--- src/pkg/port_mux_defines.svh ---
`ifndef PORT_MUX_DEFINES_SVH
`define PORT_MUX_DEFINES_SVH

// register word offsets (byte address = offset, all multiples of four)
`define PORT1_LATCH_OFS 8'h90
`define PORT3_LATCH_OFS 8'hb0
`define PORT4_LATCH_OFS 8'hd8
`define PORT1_PINS_OFS 8'h94
`define PORT3_PINS_OFS 8'hb4
`define PORT4_PINS_OFS 8'hdc
`define ALT_CTRL_OFS 8'hc0

// reset values: every latch bit high so all lines come up as inputs
`define PORT_LATCH_RST 8'hff
`define PORT4_LATCH_RST 4'hf
`define ALT_CTRL_RST 8'h00

// alternate control register field positions
`define ALT_PULSE_EN_LO 0
`define ALT_PULSE_EN_HI 4
`define ALT_SER_SYNC_BIT 5
`define ALT_SER_EN_BIT 6
`define ALT_XMEM_EN_BIT 7

// port 1 and 3 bit positions of shared functions
`define P1_PULSE_FIRST 3
`define P3_SER_DATA 0
`define P3_SER_TX 1
`define P3_IRQ_A 2
`define P3_IRQ_B 3
`define P3_TMR_A 4
`define P3_TMR_B 5
`define P3_WR_N 6
`define P3_RD_N 7

// machine cycle: twelve oscillator periods
`define OSC_PER_MCYCLE 12
`define CLK_PERIOD_NS 4

`endif

--- src/pkg/port_mux_pkg.sv ---
package port_mux_pkg;
	typedef logic [7:0] port_byte_t;
	typedef logic [3:0] nibble_t;
	typedef enum logic [1:0] {
		BUS_IDLE = 2'b00,
		BUS_ACK = 2'b01,
		BUS_DONE = 2'b11
	} bus_state_t;
	typedef enum logic [1:0] {
		SEL_PORT1 = 2'b00,
		SEL_PORT3 = 2'b01,
		SEL_PORT4 = 2'b10
	} port_sel_t;
endpackage

--- src/pkg/port_latch_if.sv ---
`timescale 1ns/1ps
`default_nettype none
interface port_latch_if;
	import port_mux_pkg::*;
	logic wr_en;
	port_sel_t sel;
	port_byte_t wr_data;
	port_byte_t p1_q;
	port_byte_t p3_q;
	nibble_t p4_q;
	modport ctrl (output wr_en, output sel, output wr_data,
		input p1_q, input p3_q, input p4_q);
	modport latch (input wr_en, input sel, input wr_data,
		output p1_q, output p3_q, output p4_q);
endinterface
`default_nettype wire

--- src/rtl/port_latch_bank.sv ---
`timescale 1ns/1ps
`default_nettype none
`include "port_mux_defines.svh"
module port_latch_bank
	import port_mux_pkg::*;
(
	input wire logic i_clock,
	input wire logic i_reset_n,
	port_latch_if.latch lif
);
	port_byte_t p1_r;
	port_byte_t p3_r;
	nibble_t p4_r;
	wire wr_p1 = lif.wr_en && (lif.sel == SEL_PORT1);
	wire wr_p3 = lif.wr_en && (lif.sel == SEL_PORT3);
	wire wr_p4 = lif.wr_en && (lif.sel == SEL_PORT4);

	// the latch output changes on the write edge itself, the edge that raises ack
	always_ff @(posedge i_clock) begin
		if (!i_reset_n) begin
			p1_r <= `PORT_LATCH_RST;
			p3_r <= `PORT_LATCH_RST;
			p4_r <= `PORT4_LATCH_RST;
		end else begin
			if (wr_p1)
				p1_r <= lif.wr_data;
			if (wr_p3)
				p3_r <= lif.wr_data;
			if (wr_p4)
				p4_r <= lif.wr_data[3:0];
		end
	end

	assign lif.p1_q = p1_r;
	assign lif.p3_q = p3_r;
	assign lif.p4_q = p4_r;
endmodule
`default_nettype wire

--- src/rtl/port_alt_function_mux.sv ---
// Implementation choice: the Wishbone register port.
`timescale 1ns/1ps
`default_nettype none
`include "port_mux_defines.svh"
module port_alt_function_mux
	import port_mux_pkg::*;
(
	input wire logic i_clock,
	input wire logic i_reset_n,
	input wire logic i_wb_cyc,
	input wire logic i_wb_stb,
	input wire logic i_wb_we,
	input wire logic [7:0] i_wb_adr,
	input wire logic [3:0] i_wb_sel,
	input wire logic [31:0] i_wb_dat,
	input wire logic i_wb_rmw,
	output logic [31:0] o_wb_dat,
	output logic o_wb_ack,
	input wire logic [7:0] i_port1_bit,
	output logic [7:0] o_port1_bit,
	output logic [7:0] o_port1_bit_oe,
	input wire logic [7:0] i_port3_bit,
	output logic [7:0] o_port3_bit,
	output logic [7:0] o_port3_bit_oe,
	input wire logic [3:0] i_port4_bit,
	output logic [3:0] o_port4_bit,
	output logic [3:0] o_port4_bit_oe,
	input wire logic [4:0] i_pulse_out,
	input wire logic i_ser_data_out,
	input wire logic i_ser_tx_out,
	input wire logic i_xmem_wr_n,
	input wire logic i_xmem_rd_n,
	output logic o_timer2_count_pin,
	output logic o_timer2_aux_pin,
	output logic o_ser_rx_in,
	output logic o_ext_irq_a_pin,
	output logic o_ext_irq_b_pin,
	output logic o_tmr_a_gate,
	output logic o_tmr_b_gate,
	output logic o_tmr_a_count_pin,
	output logic o_tmr_b_count_pin
);
	port_latch_if lif();

	port_latch_bank u_latch (
		.i_clock(i_clock),
		.i_reset_n(i_reset_n),
		.lif(lif)
	);

	bus_state_t state_r;
	bus_state_t state_nxt;
	port_byte_t alt_ctrl_r;
	port_byte_t pin1_r;
	port_byte_t pin3_r;
	nibble_t pin4_r;
	logic [31:0] rdata_r;
	logic [31:0] rdata_nxt;

	// bus decode
	wire req = i_wb_cyc && i_wb_stb;
	wire take = req && (state_r == BUS_IDLE);
	wire wr_lane0 = take && i_wb_we && i_wb_sel[0];
	wire hit_p1 = (i_wb_adr == `PORT1_LATCH_OFS);
	wire hit_p3 = (i_wb_adr == `PORT3_LATCH_OFS);
	wire hit_p4 = (i_wb_adr == `PORT4_LATCH_OFS);
	wire hit_pin1 = (i_wb_adr == `PORT1_PINS_OFS);
	wire hit_pin3 = (i_wb_adr == `PORT3_PINS_OFS);
	wire hit_pin4 = (i_wb_adr == `PORT4_PINS_OFS);
	wire hit_alt = (i_wb_adr == `ALT_CTRL_OFS);
	wire hit_latch = hit_p1 || hit_p3 || hit_p4;

	// alternate control fields
	wire [4:0] pulse_en = alt_ctrl_r[`ALT_PULSE_EN_HI:`ALT_PULSE_EN_LO];
	wire ser_sync = alt_ctrl_r[`ALT_SER_SYNC_BIT];
	wire ser_en = alt_ctrl_r[`ALT_SER_EN_BIT];
	wire xmem_en = alt_ctrl_r[`ALT_XMEM_EN_BIT];

	assign lif.wr_en = wr_lane0 && hit_latch;
	assign lif.sel = hit_p3 ? SEL_PORT3 : (hit_p4 ? SEL_PORT4 : SEL_PORT1);
	assign lif.wr_data = i_wb_dat[7:0];

	// latch reads: rmw accesses see the latch, plain reads see the pins
	wire [7:0] p1_view = i_wb_rmw ? lif.p1_q : pin1_r;
	wire [7:0] p3_view = i_wb_rmw ? lif.p3_q : pin3_r;
	wire [3:0] p4_view = i_wb_rmw ? lif.p4_q : pin4_r;

	always_comb begin
		rdata_nxt = 32'h0000_0000;
		if (hit_p1)
			rdata_nxt = {24'h00_0000, p1_view};
		else if (hit_p3)
			rdata_nxt = {24'h00_0000, p3_view};
		else if (hit_p4)
			rdata_nxt = {28'h000_0000, p4_view};
		else if (hit_pin1)
			rdata_nxt = {24'h00_0000, pin1_r};
		else if (hit_pin3)
			rdata_nxt = {24'h00_0000, pin3_r};
		else if (hit_pin4)
			rdata_nxt = {28'h000_0000, pin4_r};
		else if (hit_alt)
			rdata_nxt = {24'h00_0000, alt_ctrl_r};
	end

	// ack one cycle after take, then a dead cycle so ack drops
	always_comb begin
		case (state_r)
			BUS_IDLE: state_nxt = req ? BUS_ACK : BUS_IDLE;
			BUS_ACK: state_nxt = BUS_DONE;
			BUS_DONE: state_nxt = req ? BUS_DONE : BUS_IDLE;
			default: state_nxt = BUS_IDLE;
		endcase
	end

	always_ff @(posedge i_clock) begin
		if (!i_reset_n) begin
			state_r <= BUS_IDLE;
			rdata_r <= 32'h0000_0000;
		end else begin
			state_r <= state_nxt;
			if (take)
				rdata_r <= rdata_nxt;
		end
	end

	always_ff @(posedge i_clock) begin
		if (!i_reset_n)
			alt_ctrl_r <= `ALT_CTRL_RST;
		else if (wr_lane0 && hit_alt)
			alt_ctrl_r <= i_wb_dat[7:0];
	end

	// pins are sampled once per clock; anything held a machine cycle
	// (twelve oscillator periods) is therefore always seen
	always_ff @(posedge i_clock) begin
		if (!i_reset_n) begin
			pin1_r <= 8'hff;
			pin3_r <= 8'hff;
			pin4_r <= 4'hf;
		end else begin
			pin1_r <= i_port1_bit;
			pin3_r <= i_port3_bit;
			pin4_r <= i_port4_bit;
		end
	end

	assign o_wb_ack = (state_r == BUS_ACK);
	assign o_wb_dat = rdata_r;

	// alternate output levels: a released function idles high
	logic [7:0] p1_alt;
	logic [7:0] p3_alt;
	genvar g;
	generate
		for (g = 0; g < 8; g = g + 1) begin : g_p1
			if (g >= `P1_PULSE_FIRST) begin : g_pwm
				// channel g-3 on bit g, ascending
				assign p1_alt[g] = pulse_en[g - `P1_PULSE_FIRST] ?
					i_pulse_out[g - `P1_PULSE_FIRST] : 1'b1;
			end else begin : g_in
				assign p1_alt[g] = 1'b1;
			end
		end
	endgenerate

	// serial: async drives tx only; sync drives data and shift clock
	assign p3_alt[`P3_SER_DATA] = (ser_en && ser_sync) ?
		i_ser_data_out : 1'b1;
	assign p3_alt[`P3_SER_TX] = ser_en ? i_ser_tx_out : 1'b1;
	assign p3_alt[`P3_IRQ_A] = 1'b1;
	assign p3_alt[`P3_IRQ_B] = 1'b1;
	assign p3_alt[`P3_TMR_A] = 1'b1;
	assign p3_alt[`P3_TMR_B] = 1'b1;
	// strobes only while an external access is enabled
	assign p3_alt[`P3_WR_N] = xmem_en ? i_xmem_wr_n : 1'b1;
	assign p3_alt[`P3_RD_N] = xmem_en ? i_xmem_rd_n : 1'b1;

	// quasi-bidirectional: only the pull-down is driven, a high is the
	// weak pull-up outside, so oe is high exactly when pulling low
	wire [7:0] p1_level = lif.p1_q & p1_alt;
	wire [7:0] p3_level = lif.p3_q & p3_alt;
	assign o_port1_bit = 8'h00;
	assign o_port1_bit_oe = ~p1_level;
	assign o_port3_bit = 8'h00;
	assign o_port3_bit_oe = ~p3_level;
	assign o_port4_bit = 4'h0;
	assign o_port4_bit_oe = ~lif.p4_q;

	// inputs to peripherals come from the synchronous pin samples; they
	// only make sense when software leaves the latch bit at 1
	assign o_timer2_count_pin = pin1_r[0];
	assign o_timer2_aux_pin = pin1_r[1];
	assign o_ser_rx_in = pin3_r[`P3_SER_DATA];
	assign o_ext_irq_a_pin = pin3_r[`P3_IRQ_A];
	assign o_ext_irq_b_pin = pin3_r[`P3_IRQ_B];
	assign o_tmr_a_gate = pin3_r[`P3_IRQ_A];
	assign o_tmr_b_gate = pin3_r[`P3_IRQ_B];
	assign o_tmr_a_count_pin = pin3_r[`P3_TMR_A];
	assign o_tmr_b_count_pin = pin3_r[`P3_TMR_B];
endmodule
`default_nettype wire

--- config.mk ---
export PLATFORM = sky130hd
export DESIGN_NAME = port_alt_function_mux
export DESIGN_NICKNAME = d
export VERILOG_FILES = /design/src/pkg/port_mux_pkg.sv /design/src/pkg/port_latch_if.sv /design/src/rtl/port_latch_bank.sv /design/src/rtl/port_alt_function_mux.sv
export VERILOG_INCLUDE_DIRS = /design/src /design/src/pkg
export SDC_FILE = /design/constraint.sdc
export NUM_CORES = 1
export LEC_CHECK = 0
export ABC_AREA = 0
export BUFFER_PORTS_ARGS = -buffer_cell sky130_fd_sc_hd__buf_4
export CAP_MARGIN = 10
export CORE_MARGIN = 4
export CORE_UTILIZATION = 35
export DETAILED_ROUTE_END_ITERATION = 16
export SLEW_MARGIN = 20
export SYNTH_ARGS = -nofsm -noshare
export SYNTH_HDL_FRONTEND = slang
export SYNTH_SLANG_ARGS = --single-unit
--- constraint.sdc ---
create_clock -name i_clock -period 3.7 [get_ports i_clock]
set_clock_uncertainty 0.1 [all_clocks]
set_input_delay 0.37 -clock i_clock [delete_from_list [all_inputs] [get_ports i_clock]]
set_output_delay 0.37 -clock i_clock [all_outputs]
set_load 0.01 [all_outputs]
## After elaboration in Yosys (flattened, before gate mapping)

Cells that the tools add are included.

- Word-level logic and storage cells: 63
- Input port bits: 79
- Register bits: 82
- Output and inout port bits: 82

- Mux-type cells: 24
- Bitwise gates (word level): 5
- Reductions and logical operators: 14
- Eq/ne operators: 11

Operators with widths:

| cell | number |
|---|---|
| $mux 8 | 9 |
| $eq 8x8->1 const B | 7 |
| $and 8x8->8 | 2 |
| $not 8->8 | 2 |
| $logic_and 1x1->1 | 10 |
| $mux 1 | 10 |
| $mux 2 | 3 |
| $pmux 2 s3 | 1 |
| $eq 2x1->1 const B | 2 |
| $eq 2x2->1 const B | 2 |
| $logic_not 2->1 | 2 |
| $mux 4 | 1 |
| $not 4->4 | 1 |
| $logic_or 1x1->1 | 2 |

## Depth between registers and ports, before layout

- Depth after elaboration: 8
- Gate-level depth with buffers: 7
- Mapped depth without buffers: 4

## Hierarchy

Synthesis repeated with hierarchy kept, for this count alone.

- Cell total of the unflattened synthesis: 366
- Area, all modules: 3310.7 µm²

Modules (own cells, without submodules):

| module | area each (µm²) | instances | seq. area each (µm²) | cells each |
|---|---|---|---|---|
| port_alt_function_mux | 2466.1 | 1 | 760.7 | 289 |
| port_latch_bank | 844.6 | 1 | 400.4 | 77 |

## Worst setup path before layout

OpenSTA, ideal clock, no wires.

- Kind: input port to flip-flop
- Start: in i_wb_adr[3]
- End: reg u_latch.p1_r[3] (netlist: u_latch.lif.p1_q[3])
- Arrival time: 1.924 ns
- Buffers on the path: 2
- Data required time: 3.471 ns
- Setup time: 0.129 ns
- Slack: 1.547 ns
- Stages: 6
- Cell sequence: clkbuf_1 -> or4_1 -> nor4_1 -> buf_2 -> mux2i_1 -> nand2_1

- Word-level cells in the longest chain between the ends: 5
- Elaborated cells on any way between the ends: 10
- Classes of those cells: eq/ne (3); mux (2); reduce/logical (5)

Ends and longest elaborated chain:

| what | line | source |
|---|---|---|
| from (decl) | port_alt_function_mux.sv:13 | `input wire logic [7:0] i_wb_adr,` |
| $eq 8x8->1 (no line) | - |  |
| $mux 2 or $logic_or 1x1->1 (tied branches) (2 in series) | port_alt_function_mux.sv:80, port_alt_function_mux.sv:71 |  |
| $logic_not 2->1 or $logic_and 1x1->1 (tied branches) | port_latch_bank.sv:14, port_alt_function_mux.sv:79 |  |
| $logic_and 1x1->1 (*) | port_latch_bank.sv:14 | `wire wr_p1 = lif.wr_en && (lif.sel == SEL_PORT1);` |
| to (signal assigned) | port_latch_bank.sv:21 | `` p1_r <= `PORT_LATCH_RST; `` |
| to (signal assigned) | port_latch_bank.sv:26 | `p1_r <= lif.wr_data;` |
| to (decl) | port_latch_bank.sv:11 | `port_byte_t p1_r;` |

Mark *: on every way between the ends. The rest lies on a longest branch, timed or not.
A chain may end at the register's enable or synchronous reset.

## Worst setup path in the final report

- Start: in i_wb_adr[5]
- End: reg alt_ctrl_r[1]

- Word-level cells in the longest chain between the ends: 2

Ends and longest elaborated chain:

| what | line | source |
|---|---|---|
| $eq 8x8->1 (no line) | - |  |
| $logic_and 1x1->1 | port_alt_function_mux.sv:130 | `else if (wr_lane0 && hit_alt)` |
| to (signal assigned) | port_alt_function_mux.sv:129 | `` alt_ctrl_r <= `ALT_CTRL_RST; `` |
| to (signal assigned) | port_alt_function_mux.sv:131 | `alt_ctrl_r <= i_wb_dat[7:0];` |
| to (decl) | port_alt_function_mux.sv:53 | `port_byte_t alt_ctrl_r;` |

No other way between the ends.

==> results.ini <==
[sta]
min_period_ps = 2190
setup_violations = 0
fin_ws_ps = 1510
final_hold_viol_count = 0
min_period_over_period = 0.591
max_clock_freq_ghz = 0.458
hold_slack_ps = 105
relSlewSlack = 0.369
rsz0062_at_grt = no
setup_tns_ps = 0
worst_pin_slew_ps = 939
final_max_slew_viol_count = 0

[clock_network]
clock_latency_ps = 340
root_buffer = clkbuf_8
numCtsBuffers = 9
cts_resized = 0
numClockSinks = 58
postCtsHoldBufs = 0
clk_path_buf_depth = 2
cts_tree = built
h-tree-depth = 3
clk_transition_reported_paths_ps = 70
cts_setup_buffers = 0

[critical_path]
r2r_start = state_r[1]
cp-start-kind = input port
arrival_ps = 2320
cp_slowest_cell = nor4_4
rr_endpoint = alt_ctrl_r[1]
worst_ep_required_time_ps = 3830
crit_path_end_kind = flip-flop
path_cells = buf_4, or4b_1, nor4_4, mux2i_1, nor2_1
regToRegSetupSlack_ps = 1680
crit_type = input port to flip-flop
rr_worst_depth = 5
cp-startpoint = i_wb_adr[5]
cpPeakStageDelay_ps = 730
cp_max_fo = 21

[logic_synthesis]
synth.distinct_cells = 41
synth_area_leader_cell = dfxtp_1
synthTopCellsByArea = dfxtp_1 36%, buf_4 11%, mux2i_1 7.8%
synth.most_common_cell = dfxtp_1
avgSynthCellArea_um2 = 8.78
synthCells = 366
yosys-top-cells-count = 58 x dfxtp_1, 46 x buf_4, 25 x mux2i_1, 24 x inv_1, 23 x nand2_1
synth_ff_type = dfxtp_1
synth_edf_count = 0
yosys_warnings = 0
yosysSeqAreaShare = 0.361
ys_ff_latch = 58
async_reset_ff_frac = 0
yosysTopAreaCellShare = 0.361
synth_area_um2 = 3210

[final_layout]
final_util = 0.449
syn_to_final_growth_pct = 23.1
drive_gt1_frac = 0.269
num_antenna_cells = 0
nNetsFinal = 524
fillers = 876

[floorplan]
die_h_um = 104
rows = 34
core_area_um2 = 8810
die_w_um = 104
initial_utilization = 0.365
dieArea_um2 = 10800
io_pins = 161

[power_and_ir_drop]
leakagePower_nw = 1.69
ir_drop_mv = 0.182
power_density_nw_per_um2 = 337
p_int_w = 0.000970
pwr-share-comb = 0.121
swShare = 0.271
clockPowerShare = 0.393
p_sw_w = 0.000361
p_seq_frac = 0.486

[global_routing]
grt_use_total = 0.163
antenna_found_initial = 0
grt_pass1_vias = 2665
grt_max_degree = 50
grt_overflow = 0
grt_pass1_wl_um = 14100

[detailed_routing]
wire_per_inst_um = 16.1
antenna_left = 0
routed_via_density = 5.02
num_vias = 2802
firstDrtPassIters = 4
drc_errors = 0
totalWireLength_um = 8960
drt_iter0_markers = 96

[min_path]
worstHoldStart = i_port3_bit[5]
holdPathStages = 2
holdPathEnd = pin3_r[5]
hp-class = input port to flip-flop

[placed_design]
pre_cts_slack_ps = 1170
io_buffers = 89
place.gp.congestion = 0.843
dp_hpwl_um = 6920

[status]
status = finished, final reports clean

[job]
maxCapViolCount = 0

==> per-layer routing <==
| layer | vias up | GRT usage | share of wire |
|---|---|---|---|
| met4 | 0 | 0.0541 | 0.015 |
| li1 | 1363 | - | - |
| met1 | 1318 | 0.225 | 0.47 |
| met5 | - | 0 | 0 |
| met3 | 11 | 0.0367 | 0.062 |
| met2 | 110 | 0.253 | 0.46 |
==> registers in the layout, indices dropped and copies added (netlist names) <==
register / flops
pin1_r: 8
alt_ctrl_r: 8
state_r: 2
u_latch.lif.p1_q: 8
o_wb_dat: 8
u_latch.lif.p3_q: 8
u_latch.lif.p4_q: 4
pin4_r: 4
pin3_r: 8
==> cells in the final DEF (no fill, tap or decap), types with 5 or more instances in the layout <==
cell type  count
buf_4         91
mux2_2         5
dfxtp_1       58
nand3_1       17
o211ai_1      19
nand2_1       23
conb_1        44
nor2_1        15
nand2b_1      22
inv_1         24
clkbuf_8      10
a211oi_1       8
or3_1          5
o21ai_0       17
nor3_1         9
nor2b_1        6
mux2i_1       25
==> logic make-up after synthesis <==
kind of cell | after synthesis | synth area share
other | 1 | 0.00117
AOI/OAI and AO/OA | 63 | 0.142
and+or+nand+nor | 119 | 0.211
DFF | 58 | 0.361
muxes | 34 | 0.123
buffers and inverters | 91 | 0.161
==> worst max path at each step <==
| stage | to | slack [ps] | cells after the start |
|---|---|---|---|
| 2_1_floorplan | u_latch.lif.p1_q[3] | 1550 | 6 |
| 3_3_place_gp | alt_ctrl_r[0] | 1190 | 5 |
| 3_5_place_dp | alt_ctrl_r[4] | 1170 | 5 |
| 4_1_cts | alt_ctrl_r[1] | 1530 | 5 |
| 5_1_grt | o_wb_dat[7] | 1400 | 5 |
| 6_report | alt_ctrl_r[1] | 1510 | 5 |
==> per-stage QoR <==
step	instances	total power [W]	instance area [um2]
finish	558	0.00133	3960
global route	558	0.00139	3960
CTS	558	0.00134	3960
detailed placement	542	0.000821	3780
global placement	542	0.000818	3780
floorplan	409	0.000783	3370
==> final cells by class <==
type / count / area, um2 / area share
tap: 108 / 135 / 0.0342
multi-input combinational: 260 / 1700 / 0.431
inverter: 25 / 93.8 / 0.0237
clock buffer: 10 / 138 / 0.0348
timing repair buffer: 91 / 683 / 0.173
sequential: 58 / 1160 / 0.294
clock inverter: 6 / 41.3 / 0.0104
==> power by group through the flow <==
stage	combinational [W]	sequential, W	clock (W)
floorplan	0.000123	0.000660	0
global placement	0.000157	0.000661	0
detailed placement	0.000160	0.000661	0
CTS	0.000160	0.000647	0.000533
global route	0.000175	0.000649	0.000566
finish	0.000161	0.000647	0.000523
==> critical path: cells and delay by family <==
kind	cells	cell delay, ps
buf+inv	1	200
mux	1	260
simple gates	3	1470
No activity file was read; power rests on OpenSTA's default activity.
